## config.mk

```make
export PLATFORM = sky130hd
export DESIGN_NAME = dsse_top
export DESIGN_NICKNAME = d
export VERILOG_FILES = /design/src/dsse_sync2.v /design/src/dsse_ramp.v /design/src/dsse_top.v
export VERILOG_INCLUDE_DIRS = /design/src /design/src/src
export SDC_FILE = /design/constraint.sdc
export NUM_CORES = 1
export LEC_CHECK = 0
export BUFFER_PORTS_ARGS = -buffer_cell sky130_fd_sc_hd__buf_2
export CAP_MARGIN = 20
export CORE_MARGIN = 8
export CORE_UTILIZATION = 45
export CTS_BUF_LIST = sky130_fd_sc_hd__clkbuf_8
export DETAILED_ROUTE_END_ITERATION = 8
export HOLD_SLACK_MARGIN = 0.06
export PLACE_DENSITY = 0.69
export SETUP_SLACK_MARGIN = 0.15
export SKIP_LAST_GASP = 1
export SLEW_MARGIN = 10
export SYNTH_ARGS = -nofsm -noshare
export SYNTH_HDL_FRONTEND = slang
export SYNTH_SLANG_ARGS = --single-unit
```

## constraint.sdc

```tcl
create_clock -name mclk_in -period 3.1 [get_ports mclk_in]
set_input_delay 0.155 -clock mclk_in [delete_from_list [all_inputs] [get_ports mclk_in]]
set_output_delay 0.155 -clock mclk_in [all_outputs]
set_load 0.01 [all_outputs]
```

## src/dsse_map.vh

```
/*
  constants for the drive state and status encoder: register offsets,
  status word bit positions, state codes and reset values.
  assumes inclusion by bare name from the design files of this block.
*/
`ifndef DSSE_MAP_VH
`define DSSE_MAP_VH

// register offsets (word addresses on the plain port)
`define DSSE_ADDR_W 16
`define DSSE_OFS_STATE_WORD 16'h6041
`define DSSE_OFS_CTRL 16'h0000
`define DSSE_OFS_DECEL 16'h0001
`define DSSE_OFS_IRQ_STAT 16'h0002
`define DSSE_OFS_IRQ_MASK 16'h0003
`define DSSE_OFS_SPEED 16'h0004

// status word bits
`define DSSE_SW_RDY 0
`define DSSE_SW_SWON 1
`define DSSE_SW_OPEN 2
`define DSSE_SW_FAULT 3
`define DSSE_SW_DCBUS 4
`define DSSE_SW_QSTOP 5
`define DSSE_SW_INHIB 6
`define DSSE_SW_WARN 7

// control register bits
`define DSSE_CTRL_BRAKE_MAN 0
`define DSSE_CTRL_CMD_ENOP 1
`define DSSE_CTRL_CMD_RSTF 2
`define DSSE_CTRL_CMD_QSTOP 3

// interrupt status bits
`define DSSE_IRQ_W 4
`define DSSE_IRQ_STATE 0
`define DSSE_IRQ_MINOR 1
`define DSSE_IRQ_SERIOUS 2
`define DSSE_IRQ_REFUSED 3

// state codes, one hot
`define DSSE_ST_W 5
`define DSSE_ST_IDLE 5'h01
`define DSSE_ST_RUN 5'h02
`define DSSE_ST_QSTOP 5'h04
`define DSSE_ST_FREACT 5'h08
`define DSSE_ST_TROUBLE 5'h10

// reset values and widths
`define DSSE_DECEL_RST 16'h0100
`define DSSE_SPEED_W 16

`endif

```

## src/dsse_sync2.v

```verilog
/*
  two flip-flop synchroniser for a single level.
  assumes the input is asynchronous to mclk_in.
*/
`timescale 1ns/10ps
module dsse_sync2
(
  input wire mclk_in,
  input wire sys_rst_in,
  input wire async_in,
  output wire sync_out
);
  reg meta_q;
  reg sync_q;

  // first stage is read only by the second stage
  always @(posedge mclk_in or posedge sys_rst_in)
  begin
    if (sys_rst_in)
    begin
      meta_q <= 1'b0;
      sync_q <= 1'b0;
    end
    else
    begin
      meta_q <= async_in;
      sync_q <= meta_q;
    end
  end

  assign sync_out = sync_q;
endmodule

```

## src/dsse_ramp.v

```verilog
/*
  speed ramp: in stop mode it brings speed to zero at the given
  deceleration step per cycle, otherwise it follows the setpoint.
  assumes all inputs are on mclk_in.
*/
`timescale 1ns/10ps
`include "dsse_map.vh"
module dsse_ramp
(
  input wire mclk_in,
  input wire sys_rst_in,
  input wire stop_in,
  input wire [`DSSE_SPEED_W-1:0] setpoint_in,
  input wire [`DSSE_SPEED_W-1:0] decel_in,
  output wire [`DSSE_SPEED_W-1:0] speed_out,
  output wire standstill_out
);
  reg [`DSSE_SPEED_W-1:0] speed_q;
  reg [`DSSE_SPEED_W-1:0] speed_d;

  // stop mode ignores the setpoint and decelerates
  always @*
  begin
    speed_d = speed_q;
    if (stop_in)
    begin
      if (speed_q > decel_in)
        speed_d = speed_q - decel_in;
      else
        speed_d = {`DSSE_SPEED_W{1'b0}};
    end
    else
      speed_d = setpoint_in;
  end

  always @(posedge mclk_in or posedge sys_rst_in)
  begin
    if (sys_rst_in)
      speed_q <= {`DSSE_SPEED_W{1'b0}};
    else
      speed_q <= speed_d;
  end

  assign speed_out = speed_q;
  assign standstill_out = (speed_q == {`DSSE_SPEED_W{1'b0}});
endmodule

```

## src/dsse_top.v

```verilog
/*
  drive state machine with status word encoder for the run, quick stop,
  fault reaction and trouble states, plus brake, pulse inhibit and
  parameter write gating. registers reached over a plain port.
  assumes fault pins are asynchronous and a master drives the port.
*/
// Strobed register access was decided locally.
`timescale 1ns/10ps
`include "dsse_map.vh"
module dsse_top
(
  input wire mclk_in,
  input wire sys_rst_in,
  input wire [`DSSE_ADDR_W-1:0] reg_addr_in,
  input wire [15:0] reg_wdata_in,
  input wire reg_wr_in,
  input wire reg_rd_in,
  output wire [15:0] reg_rdata_out,
  input wire minor_fault_in,
  input wire serious_fault_in,
  input wire fault_cause_in,
  input wire dcbus_ready_in,
  input wire warning_in,
  input wire switch_on_in,
  input wire [`DSSE_SPEED_W-1:0] setpoint_in,
  input wire param_wr_in,
  input wire param_needs_off_in,
  output wire param_accept_out,
  output wire param_refuse_out,
  output wire brake_open_out,
  output wire pulse_inhibit_out,
  output wire ctrl_loop_on_out,
  output wire [`DSSE_SPEED_W-1:0] speed_out,
  output wire irq_out
);
  // state codes
  localparam ST_IDLE = `DSSE_ST_IDLE;
  localparam ST_RUN = `DSSE_ST_RUN;
  localparam ST_QSTOP = `DSSE_ST_QSTOP;
  localparam ST_FREACT = `DSSE_ST_FREACT;
  localparam ST_TROUBLE = `DSSE_ST_TROUBLE;

  wire minor_s;
  wire serious_s;
  wire cause_s;
  wire dcbus_s;
  wire warn_s;
  wire swon_s;
  wire standstill;
  wire [`DSSE_SPEED_W-1:0] speed;

  reg [`DSSE_ST_W-1:0] state_q;
  reg [`DSSE_ST_W-1:0] state_d;
  reg [15:0] sw_q;
  reg [15:0] sw_d;
  reg brake_man_q;
  reg qstop_req_q;
  reg [15:0] decel_q;
  reg [`DSSE_IRQ_W-1:0] irq_stat_q;
  reg [`DSSE_IRQ_W-1:0] irq_mask_q;
  reg [15:0] rdata_q;
  reg pulse_inh_q;
  reg brake_open_q;

  // the six level pins cross into mclk_in before any logic looks at them
  dsse_sync2 u_sync_minor
  (
    .mclk_in(mclk_in),
    .sys_rst_in(sys_rst_in),
    .async_in(minor_fault_in),
    .sync_out(minor_s)
  );
  dsse_sync2 u_sync_serious
  (
    .mclk_in(mclk_in),
    .sys_rst_in(sys_rst_in),
    .async_in(serious_fault_in),
    .sync_out(serious_s)
  );
  dsse_sync2 u_sync_cause
  (
    .mclk_in(mclk_in),
    .sys_rst_in(sys_rst_in),
    .async_in(fault_cause_in),
    .sync_out(cause_s)
  );
  dsse_sync2 u_sync_dcbus
  (
    .mclk_in(mclk_in),
    .sys_rst_in(sys_rst_in),
    .async_in(dcbus_ready_in),
    .sync_out(dcbus_s)
  );
  dsse_sync2 u_sync_warn
  (
    .mclk_in(mclk_in),
    .sys_rst_in(sys_rst_in),
    .async_in(warning_in),
    .sync_out(warn_s)
  );
  dsse_sync2 u_sync_swon
  (
    .mclk_in(mclk_in),
    .sys_rst_in(sys_rst_in),
    .async_in(switch_on_in),
    .sync_out(swon_s)
  );

  // fault reaction and quick stop both ramp to standstill
  dsse_ramp u_ramp
  (
    .mclk_in(mclk_in),
    .sys_rst_in(sys_rst_in),
    .stop_in(state_q != ST_RUN),
    .setpoint_in(setpoint_in),
    .decel_in(decel_q),
    .speed_out(speed),
    .standstill_out(standstill)
  );

  // command strobes: one cycle writes to the control register
  wire wr_ctrl = reg_wr_in && (reg_addr_in == `DSSE_OFS_CTRL);
  wire cmd_enop = wr_ctrl && reg_wdata_in[`DSSE_CTRL_CMD_ENOP];
  wire cmd_rstf = wr_ctrl && reg_wdata_in[`DSSE_CTRL_CMD_RSTF];
  wire cmd_qstop = wr_ctrl && reg_wdata_in[`DSSE_CTRL_CMD_QSTOP];

  // status pattern for a state; x bits take their live sources
  function [15:0] sw_pattern;
    input [`DSSE_ST_W-1:0] st;
    input dcb;
    input wrn;
    input qs_keep;
    begin
      sw_pattern = 16'h0000; // reserved bits 15..8 read zero
      sw_pattern[`DSSE_SW_DCBUS] = dcb;
      sw_pattern[`DSSE_SW_WARN] = wrn;
      case (st)
        ST_RUN:
        begin
          sw_pattern[2:0] = 3'h7;
          sw_pattern[`DSSE_SW_QSTOP] = 1'b1;
        end
        ST_QSTOP:
        begin
          sw_pattern[2:0] = 3'h7; // bit 5 low, quick stop in force
        end
        ST_FREACT:
        begin
          sw_pattern[3:0] = 4'hf;
          sw_pattern[`DSSE_SW_QSTOP] = qs_keep; // held at last value
        end
        ST_TROUBLE:
        begin
          sw_pattern[`DSSE_SW_FAULT] = 1'b1;
          sw_pattern[`DSSE_SW_QSTOP] = qs_keep;
        end
        default:
        begin
          sw_pattern[`DSSE_SW_INHIB] = 1'b1;
          sw_pattern[`DSSE_SW_QSTOP] = 1'b1;
        end
      endcase
    end
  endfunction

  // next state; faults are checked first so they override commands
  always @*
  begin
    state_d = state_q;
    if (serious_s)
      state_d = ST_TROUBLE;
    else if (minor_s && state_q != ST_TROUBLE && state_q != ST_FREACT)
      state_d = ST_FREACT;
    else
    begin
      case (state_q)
        ST_IDLE:
          if (swon_s && cmd_enop)
            state_d = ST_RUN;
        ST_RUN:
          if (cmd_qstop || qstop_req_q)
            state_d = ST_QSTOP;
        ST_QSTOP:
          if (cmd_enop)
            state_d = ST_RUN;
        ST_FREACT:
          if (standstill)
            state_d = ST_TROUBLE; // no master command needed
        ST_TROUBLE:
          if (cmd_rstf && !cause_s)
            state_d = ST_IDLE; // other commands ignored here
        default:
          state_d = ST_IDLE;
      endcase
    end
  end

  // status word follows the next state, so both change together
  always @*
  begin
    sw_d = sw_pattern(state_d, dcbus_s, warn_s, sw_q[`DSSE_SW_QSTOP]);
  end

  // state and status word registered side by side
  always @(posedge mclk_in or posedge sys_rst_in)
  begin
    if (sys_rst_in)
    begin
      state_q <= ST_IDLE;
      sw_q <= 16'h0060;
    end
    else
    begin
      state_q <= state_d;
      sw_q <= sw_d;
    end
  end

  // brake setting as it stands after this edge, so a command write that
  // also selects manual mode never opens the brake for one cycle
  wire brake_man_d = wr_ctrl ? reg_wdata_in[`DSSE_CTRL_BRAKE_MAN] :
                     brake_man_q;

  // power stage and brake outputs, registered with the state
  always @(posedge mclk_in or posedge sys_rst_in)
  begin
    if (sys_rst_in)
    begin
      pulse_inh_q <= 1'b1;
      brake_open_q <= 1'b0;
    end
    else
    begin
      pulse_inh_q <= !(state_d == ST_RUN || state_d == ST_QSTOP ||
                       state_d == ST_FREACT);
      // open only in run with automatic brake handling
      brake_open_q <= (state_d == ST_RUN) && !brake_man_d;
      // quick stop, fault reaction, trouble keep it closed
    end
  end

  // parameter writes: only trouble and idle allow the power-off kind
  wire param_limited = (state_q == ST_RUN) || (state_q == ST_QSTOP) ||
                       (state_q == ST_FREACT);
  assign param_refuse_out = param_wr_in && param_limited &&
                            param_needs_off_in;
  assign param_accept_out = param_wr_in && !param_refuse_out;

  // control loop runs in every powered state
  assign ctrl_loop_on_out = !pulse_inh_q;
  assign pulse_inhibit_out = pulse_inh_q;
  assign brake_open_out = brake_open_q;
  assign speed_out = speed;

  // software registers; quick stop request held until enable-operation
  always @(posedge mclk_in or posedge sys_rst_in)
  begin
    if (sys_rst_in)
    begin
      brake_man_q <= 1'b0;
      qstop_req_q <= 1'b0;
      decel_q <= `DSSE_DECEL_RST;
      irq_mask_q <= {`DSSE_IRQ_W{1'b0}};
    end
    else
    begin
      if (wr_ctrl)
        brake_man_q <= reg_wdata_in[`DSSE_CTRL_BRAKE_MAN];
      if (cmd_enop)
        qstop_req_q <= 1'b0;
      else if (cmd_qstop)
        qstop_req_q <= 1'b1;
      if (reg_wr_in && reg_addr_in == `DSSE_OFS_DECEL)
        decel_q <= reg_wdata_in;
      if (reg_wr_in && reg_addr_in == `DSSE_OFS_IRQ_MASK)
        irq_mask_q <= reg_wdata_in[`DSSE_IRQ_W-1:0];
    end
  end

  // sticky events; a read clears, but a new event in that cycle survives
  wire [`DSSE_IRQ_W-1:0] irq_evt;
  assign irq_evt[`DSSE_IRQ_STATE] = (state_d != state_q);
  assign irq_evt[`DSSE_IRQ_MINOR] = (state_d == ST_FREACT) &&
                                    (state_q != ST_FREACT);
  assign irq_evt[`DSSE_IRQ_SERIOUS] = (state_d == ST_TROUBLE) &&
                                      (state_q != ST_TROUBLE);
  assign irq_evt[`DSSE_IRQ_REFUSED] = param_refuse_out;
  wire rd_stat = reg_rd_in && (reg_addr_in == `DSSE_OFS_IRQ_STAT);

  always @(posedge mclk_in or posedge sys_rst_in)
  begin
    if (sys_rst_in)
      irq_stat_q <= {`DSSE_IRQ_W{1'b0}};
    else if (rd_stat)
      irq_stat_q <= irq_evt;
    else
      irq_stat_q <= irq_stat_q | irq_evt;
  end

  assign irq_out = |(irq_stat_q & irq_mask_q);

  // read data stands only in the cycle after the strobe
  always @(posedge mclk_in or posedge sys_rst_in)
  begin
    if (sys_rst_in)
      rdata_q <= 16'h0000;
    else if (!reg_rd_in)
      rdata_q <= 16'h0000;
    else
    begin
      case (reg_addr_in)
        `DSSE_OFS_STATE_WORD: rdata_q <= sw_q;
        `DSSE_OFS_CTRL: rdata_q <= {12'h000, qstop_req_q, 2'b00, brake_man_q};
        `DSSE_OFS_DECEL: rdata_q <= decel_q;
        `DSSE_OFS_IRQ_STAT: rdata_q <= {12'h000, irq_stat_q};
        `DSSE_OFS_IRQ_MASK: rdata_q <= {12'h000, irq_mask_q};
        `DSSE_OFS_SPEED: rdata_q <= speed;
        default: rdata_q <= 16'h0000; // unmapped reads zero
      endcase
    end
  end

  assign reg_rdata_out = rdata_q;
endmodule

```

==> results_dict.tcl, run 1 <==
set metrics [dict create \
    grt_max_degree 32 \
    crit_arrival_ps 2830 \
    worstPathMaxFanout 11 \
    p_per_area_mw_per_mm2 434 \
    yosysMostFrequentCell "dfrtp_1" \
    cp-start-kind "flip-flop" \
    clock-root-buffer "clkbuf_8" \
    grt.overflow.total 0 \
    post-synth-top-area-cell "dfrtp_1" \
    vias 3856 \
    finalMaxSlewViolations 0 \
    skew_ps 16.2 \
    area_growth_pct 25.4 \
    cts_hold_buf 33 \
    synthesis.area_mm2 0.00445 \
    seq_area_frac_synth_pct 46.8 \
    ys.flop_type "dfrtp_1" \
    min_period_ps 2620 \
    hold_viol_final 0 \
    drtPass1Iterations 5 \
    routed_wl_um 12500 \
    rsz0062_at_grt "false" \
    crit_top_cell "inv_1" \
    synth_common_cells "78 x dfrtp_1, 30 x nand2_1, 28 x nor2_1, 27 x o21ai_0, 26 x inv_1" \
    tightest_slew_ps 569 \
    path_cells "inv_1, ha_1, inv_1, fa_1, a211oi_1, o21ai_0, nand3b_1, a31oi_2, inv_1, o21ai_0" \
    initial_core_util_pct 45.9 \
    max_cap_violations 0 \
    synth_top_area_share_pct 43.9 \
    yosys_warnings 0 \
    htree_levels 3 \
    synth_area_leaders "dfrtp_1 44%, ha_1 4.5%, mux2_4 3.4%, mux2_2 3.3%, o21ai_0 3.0%" \
    num_antenna_cells 0 \
    synth_cell_types 66 \
    clkLatencyLatePin_ps 360 \
    multi_input_area_mm2 0.00214 \
    use_met2_pct 28.3 \
    num_rows 36 \
    ir_drop_uv 247 \
    relSlewSlack_pct 62.1 \
    die_area_mm2 0.0133 \
    outcome "finished, final reports clean" \
    gp_congestion 0.924 \
    post-route-period-util_pct 84.5 \
    chipHeight_um 115 \
    async_flop_share_pct 100 \
    min_path_type "in -> reg" \
    cts_buffer_depth 2 \
    grt-busiest-layer "met2" \
    drtAntennaViolNets 0 \
    synth_edf_count 0 \
    fmax_ghz 0.382 \
    p_leak_nw 2.67 \
    wl_per_cell_um 18.1 \
    portBuffers 97 \
    use_met1_pct 27.7 \
    syn_inst 428 \
    crit_required_ps 3310 \
    grt_pass1_vias 3825 \
    drive_above_1_share_pct 28.7 \
    grt.total_usage_pct 19.2 \
    core_mm2 0.00968 \
    met3_usage_pct 3.54 \
    cts_tree "built" \
    clkTransAtPathRegs_ps 80 \
    nets 633 \
    dp_hpwl_um 9340 \
    cts_setup_buffers 0 \
    crit_path_max_incr_delay_ps 430 \
    die_x_um 115 \
    antenna_found_initial 0 \
    cts_inserted_buffers 9 \
    grt_pass1_wl_um 20000 \
    total_power_w 0.00242 \
    drc_errors 0 \
    cpMaxStageDelayCell "fa_1" \
    fillers 872 \
    setup_viol 0 \
    clock-sinks 83 \
    syn-num-nets 505 \
    cp-end-kind "flip-flop" \
    ys_ff_latch 83 \
    seqCellArea_mm2 0.00208 \
    io_pins 98 \
    fin_setup_tns_ps 0 \
    path_class "reg -> reg" \
    syn_avg_cell_area_um2 10.4 \
    cts_resized 0 \
    vias_per_cell 5.56 \
    drt-initial-drc-count 332 \
]
[layout by cell type (no fill, tap or decap), types with 9 or more instances in the layout]
master / n
mux2_2: 13
inv_1: 26
nor3_1: 9
o21ai_0: 27
dlygate4sd3_1: 34
nand2_1: 30
mux2_4: 10
a21oi_1: 16
a22oi_1: 10
nand3_1: 15
buf_2: 97
ha_1: 16
dfrtp_1: 78
nor2_1: 28
a222oi_1: 9
clkbuf_8: 10
[layout make-up]
cell class / instances / area share, %
clock buffer: 10 / 2.47
clock inverter: 6 / 1.46
inverter: 26 / 1.77
multi-input combinational: 298 / 38.3
sequential: 83 / 37.3
tap: 133 / 2.98
timing repair buffer: 138 / 15.7
[stage by stage]
step | cell area (um^2) | util, % | setup WS [ps] | hold slack [ps] | std cells
3_3_place_gp | 5020 | 51.9 | 652 | 172 | 644
4_1_cts | 5570 | 57.5 | 510 | 62.6 | 693
6_report | 5580 | 57.6 | 480 | 82.0 | 694
5_1_grt | 5580 | 57.6 | 205 | 77.2 | 694
2_1_floorplan | 4450 | - | 800 | 186 | 428
3_5_place_dp | 5020 | 51.9 | 537 | 189 | 644
[metal layers]
metal | vias to the layer above | wire, um
li1 | 1815 | -
met1 | 1860 | 6040
met2 | 164 | 5310
met3 | 17 | 1020
met4 | 0 | 184
met5 | - | 0
[registers in the layout, summed over array words and instances, names as in the netlist, 4 cells and up]
register	flops
decel_q	16
irq_mask_q	4
irq_stat_q	4
reg_rdata_out	16
state_q	5
sw_q	6
u_ramp.speed_out	16
[path summary, 6_finish.rpt]
| path | slack [ps] | startpoint | cells after the start | endpoint |
|---|---|---|---|---|
| max | 480 | u_ramp.speed_out[0]$_DFF_PP0_ | 10 | u_ramp.speed_out[4]$_DFF_PP0_ |
| min | 80 | setpoint_in[15] | 3 | u_ramp.speed_out[15]$_DFF_PP0_ |
| max reg2reg | 480 | u_ramp.speed_out[0]$_DFF_PP0_ | 10 | u_ramp.speed_out[4]$_DFF_PP0_ |
| min reg2reg | 350 | u_sync_serious.meta_q$_DFF_PP0_ | 0 | u_sync_serious.sync_out$_DFF_PP0_ |
| max in group asynchronous | 1920 | sys_rst_in | 4 | pulse_inhibit_out$_DFF_PP1_ |
| min in group asynchronous | 350 | sys_rst_in | 3 | reg_rdata_out[12]$_DFF_PP0_ |
[critical path: cells and delay by family, from the launching register on]
kind | cells | cell delay, ps
buffers and inverters | 3 | 440
and+or+nand+nor | 1 | 190
DFF | 1 | 420
adders and majority gates | 2 | 590
AOI/OAI and AO/OA | 4 | 840
[cell families (layout without fill, tap and decap cells)]
logic type,count (synthesis),after routing,share of synthesized area [%]
AND/OR/NAND/NOR,137,137,16.3
AO/OA/AOI/OAI,106,106,17.0
flip-flops,83,83,46.8
buffers and inverters,47,180,5.17
multiplexers,25,25,7.11
adder cells (fa/ha/maj),17,17,4.95
XOR/XNOR,13,13,2.56
[report_power, final]
group | switching (W) | total (W) | internal [W]
logic | 0.000202 | 0.000374 | 0.000172
registers | 0.0000578 | 0.00119 | 0.00113
clock network | 0.000385 | 0.000855 | 0.000470
No activity file was read; power rests on OpenSTA's default activity.
==> run 2: changes to the inputs <==
==> constraint.sdc (replaced) <==
create_clock -name mclk_in -period 2.45 [get_ports mclk_in]
set_input_delay 0.1225 -clock mclk_in [delete_from_list [all_inputs] [get_ports mclk_in]]
set_output_delay 0.1225 -clock mclk_in [all_outputs]
set_load 0.01 [all_outputs]
==> results_dict.tcl, run 2 (synthesized netlist as in run 1, its figures left out) <==
set metrics [dict create \
    crit_top_cell "o211ai_1" \
    worstPathMaxFanout 6 \
    clock-root-buffer "clkbuf_8" \
    crit_arrival_ps 2480 \
    fmax_ghz 0.448 \
    setup_viol 0 \
    routed_wl_um 12400 \
    initial_core_util_pct 45.9 \
    relSlewSlack_pct 63.0 \
    gp_congestion 0.944 \
    num_antenna_cells 0 \
    num_rows 36 \
    drt-initial-drc-count 354 \
    tightest_slew_ps 553 \
    die_area_mm2 0.0133 \
    core_mm2 0.00968 \
    holdWs_ps 116 \
    cts_inserted_buffers 9 \
    grt.overflow.total 0 \
    wl_per_cell_um 17.3 \
    grt_pass1_vias 3821 \
    outcome "finished, final reports clean" \
    ir_drop_uv 351 \
    drc_errors 0 \
    path_class "reg -> reg" \
    final_common_cell "buf_2" \
    finalMaxSlewViolations 0 \
    drtPass1Iterations 5 \
    clock-sinks 83 \
    clkLatencyLatePin_ps 370 \
    io_pins 98 \
    max_cap_violations 0 \
    die_x_um 115 \
    vias_per_cell 5.43 \
    dp_hpwl_um 9280 \
    cp-end-kind "flip-flop" \
    drive_above_1_share_pct 32.7 \
    hold_viol_final 0 \
    skew_ps 17.9 \
    nets 653 \
    chipHeight_um 115 \
    cpMaxStageDelayCell "or4_1" \
    total_power_w 0.00302 \
    antenna_found_initial 0 \
    crit_path_max_incr_delay_ps 480 \
    portBuffers 97 \
    min_period_ps 2230 \
    htree_levels 3 \
    grt_pass1_wl_um 19700 \
    grt.total_usage_pct 19.2 \
    grt_max_degree 84 \
    drtAntennaViolNets 0 \
    p_leak_nw 2.77 \
    cp-start-kind "flip-flop" \
    p_per_area_mw_per_mm2 519 \
    cts_tree "built" \
    final_cell_mix "97 x buf_2, 76 x dfrtp_1, 40 x dlygate4sd3_1" \
    fin_setup_tns_ps 0 \
    clkTransAtPathRegs_ps 90 \
    crit_required_ps 2700 \
    cts_buffer_depth 2 \
    min_path_type "in -> reg" \
    vias 3877 \
    path_cells "ha_1, nand3_1, or4_1, o211ai_1, a31oi_2, buf_4, o2111ai_1, o211ai_1" \
    post-route-period-util_pct 91.2 \
    area_growth_pct 30.7 \
    rsz0062_at_grt "false" \
]
==> run 2: stage by stage <==
step	instances	area [um^2]	setup slack (ps)	util [%]
final	714	5810	217	60.0
after global routing	714	5810	151	60.0
after CTS	712	5730	175	59.2
after detailed placement	656	5120	82.5	52.9
after global placement	656	5120	149	52.9
after floorplan	428	4450	161	-
==> run 2: power by group <==
group	leakage, nW	internal, W	switching [W]
Combinational	1.59	0.000232	0.000268
Clock	0.102	0.000479	0.000525
Sequential	1.08	0.00144	0.0000762
Total	2.77	0.00215	0.000869
==> run 2: final cells by class <==
cell class | instances | area [um^2]
Fill cell | 822 | 3870
Clock buffer | 9 | 124
Sequential cell | 83 | 2090
Multi-Input combinational cell | 298 | 2210
Clock inverter | 7 | 76.3
Inverter | 26 | 98.8
Timing Repair Buffer | 158 | 1060
Tap cell | 133 | 166
==> run 2: worst max-delay path, delay by kind of cell, from the launching register on <==
family,cells,cell delay [ps]
and+or+nand+nor,2,610
AOI/OAI and AO/OA,4,490
DFF,1,430
adders and majority gates,1,390
buffers and inverters,1,180
==> run 2: metal layers <==
metal	global-route usage, %	share of wire, %
met5	0	0
met2	27.8	44
met3	5.32	6.8
met1	27.2	48
met4	5.52	1.3
==> run 2: worst paths after layout <==
path | from | to | slack [ps] | cells past startpoint
max in group asynchronous | sys_rst_in | pulse_inhibit_out$_DFF_PP1_ | 1700 | 4
setup reg to reg | u_ramp.speed_out[14]$_DFF_PP0_ | u_ramp.speed_out[15]$_DFF_PP0_ | 220 | 8
min in group asynchronous | sys_rst_in | reg_rdata_out[10]$_DFF_PP0_ | 380 | 4
hold / removal | reg_addr_in[1] | reg_rdata_out[2]$_DFF_PP0_ | 120 | 3
setup / recovery | u_ramp.speed_out[14]$_DFF_PP0_ | u_ramp.speed_out[15]$_DFF_PP0_ | 220 | 8
hold reg to reg | u_sync_dcbus.sync_out$_DFF_PP0_ | sw_q[4]$_DFF_PP0_ | 350 | 0
==> run 2: timing repair <==
action                                  CTS  global route
resized for setup                         3            15
hold buffers                             40             0
pin swaps                                 0             5
buffers inserted                          0             2
endpoints found under the hold margin   121             0
endpoints found under the setup margin   14            20
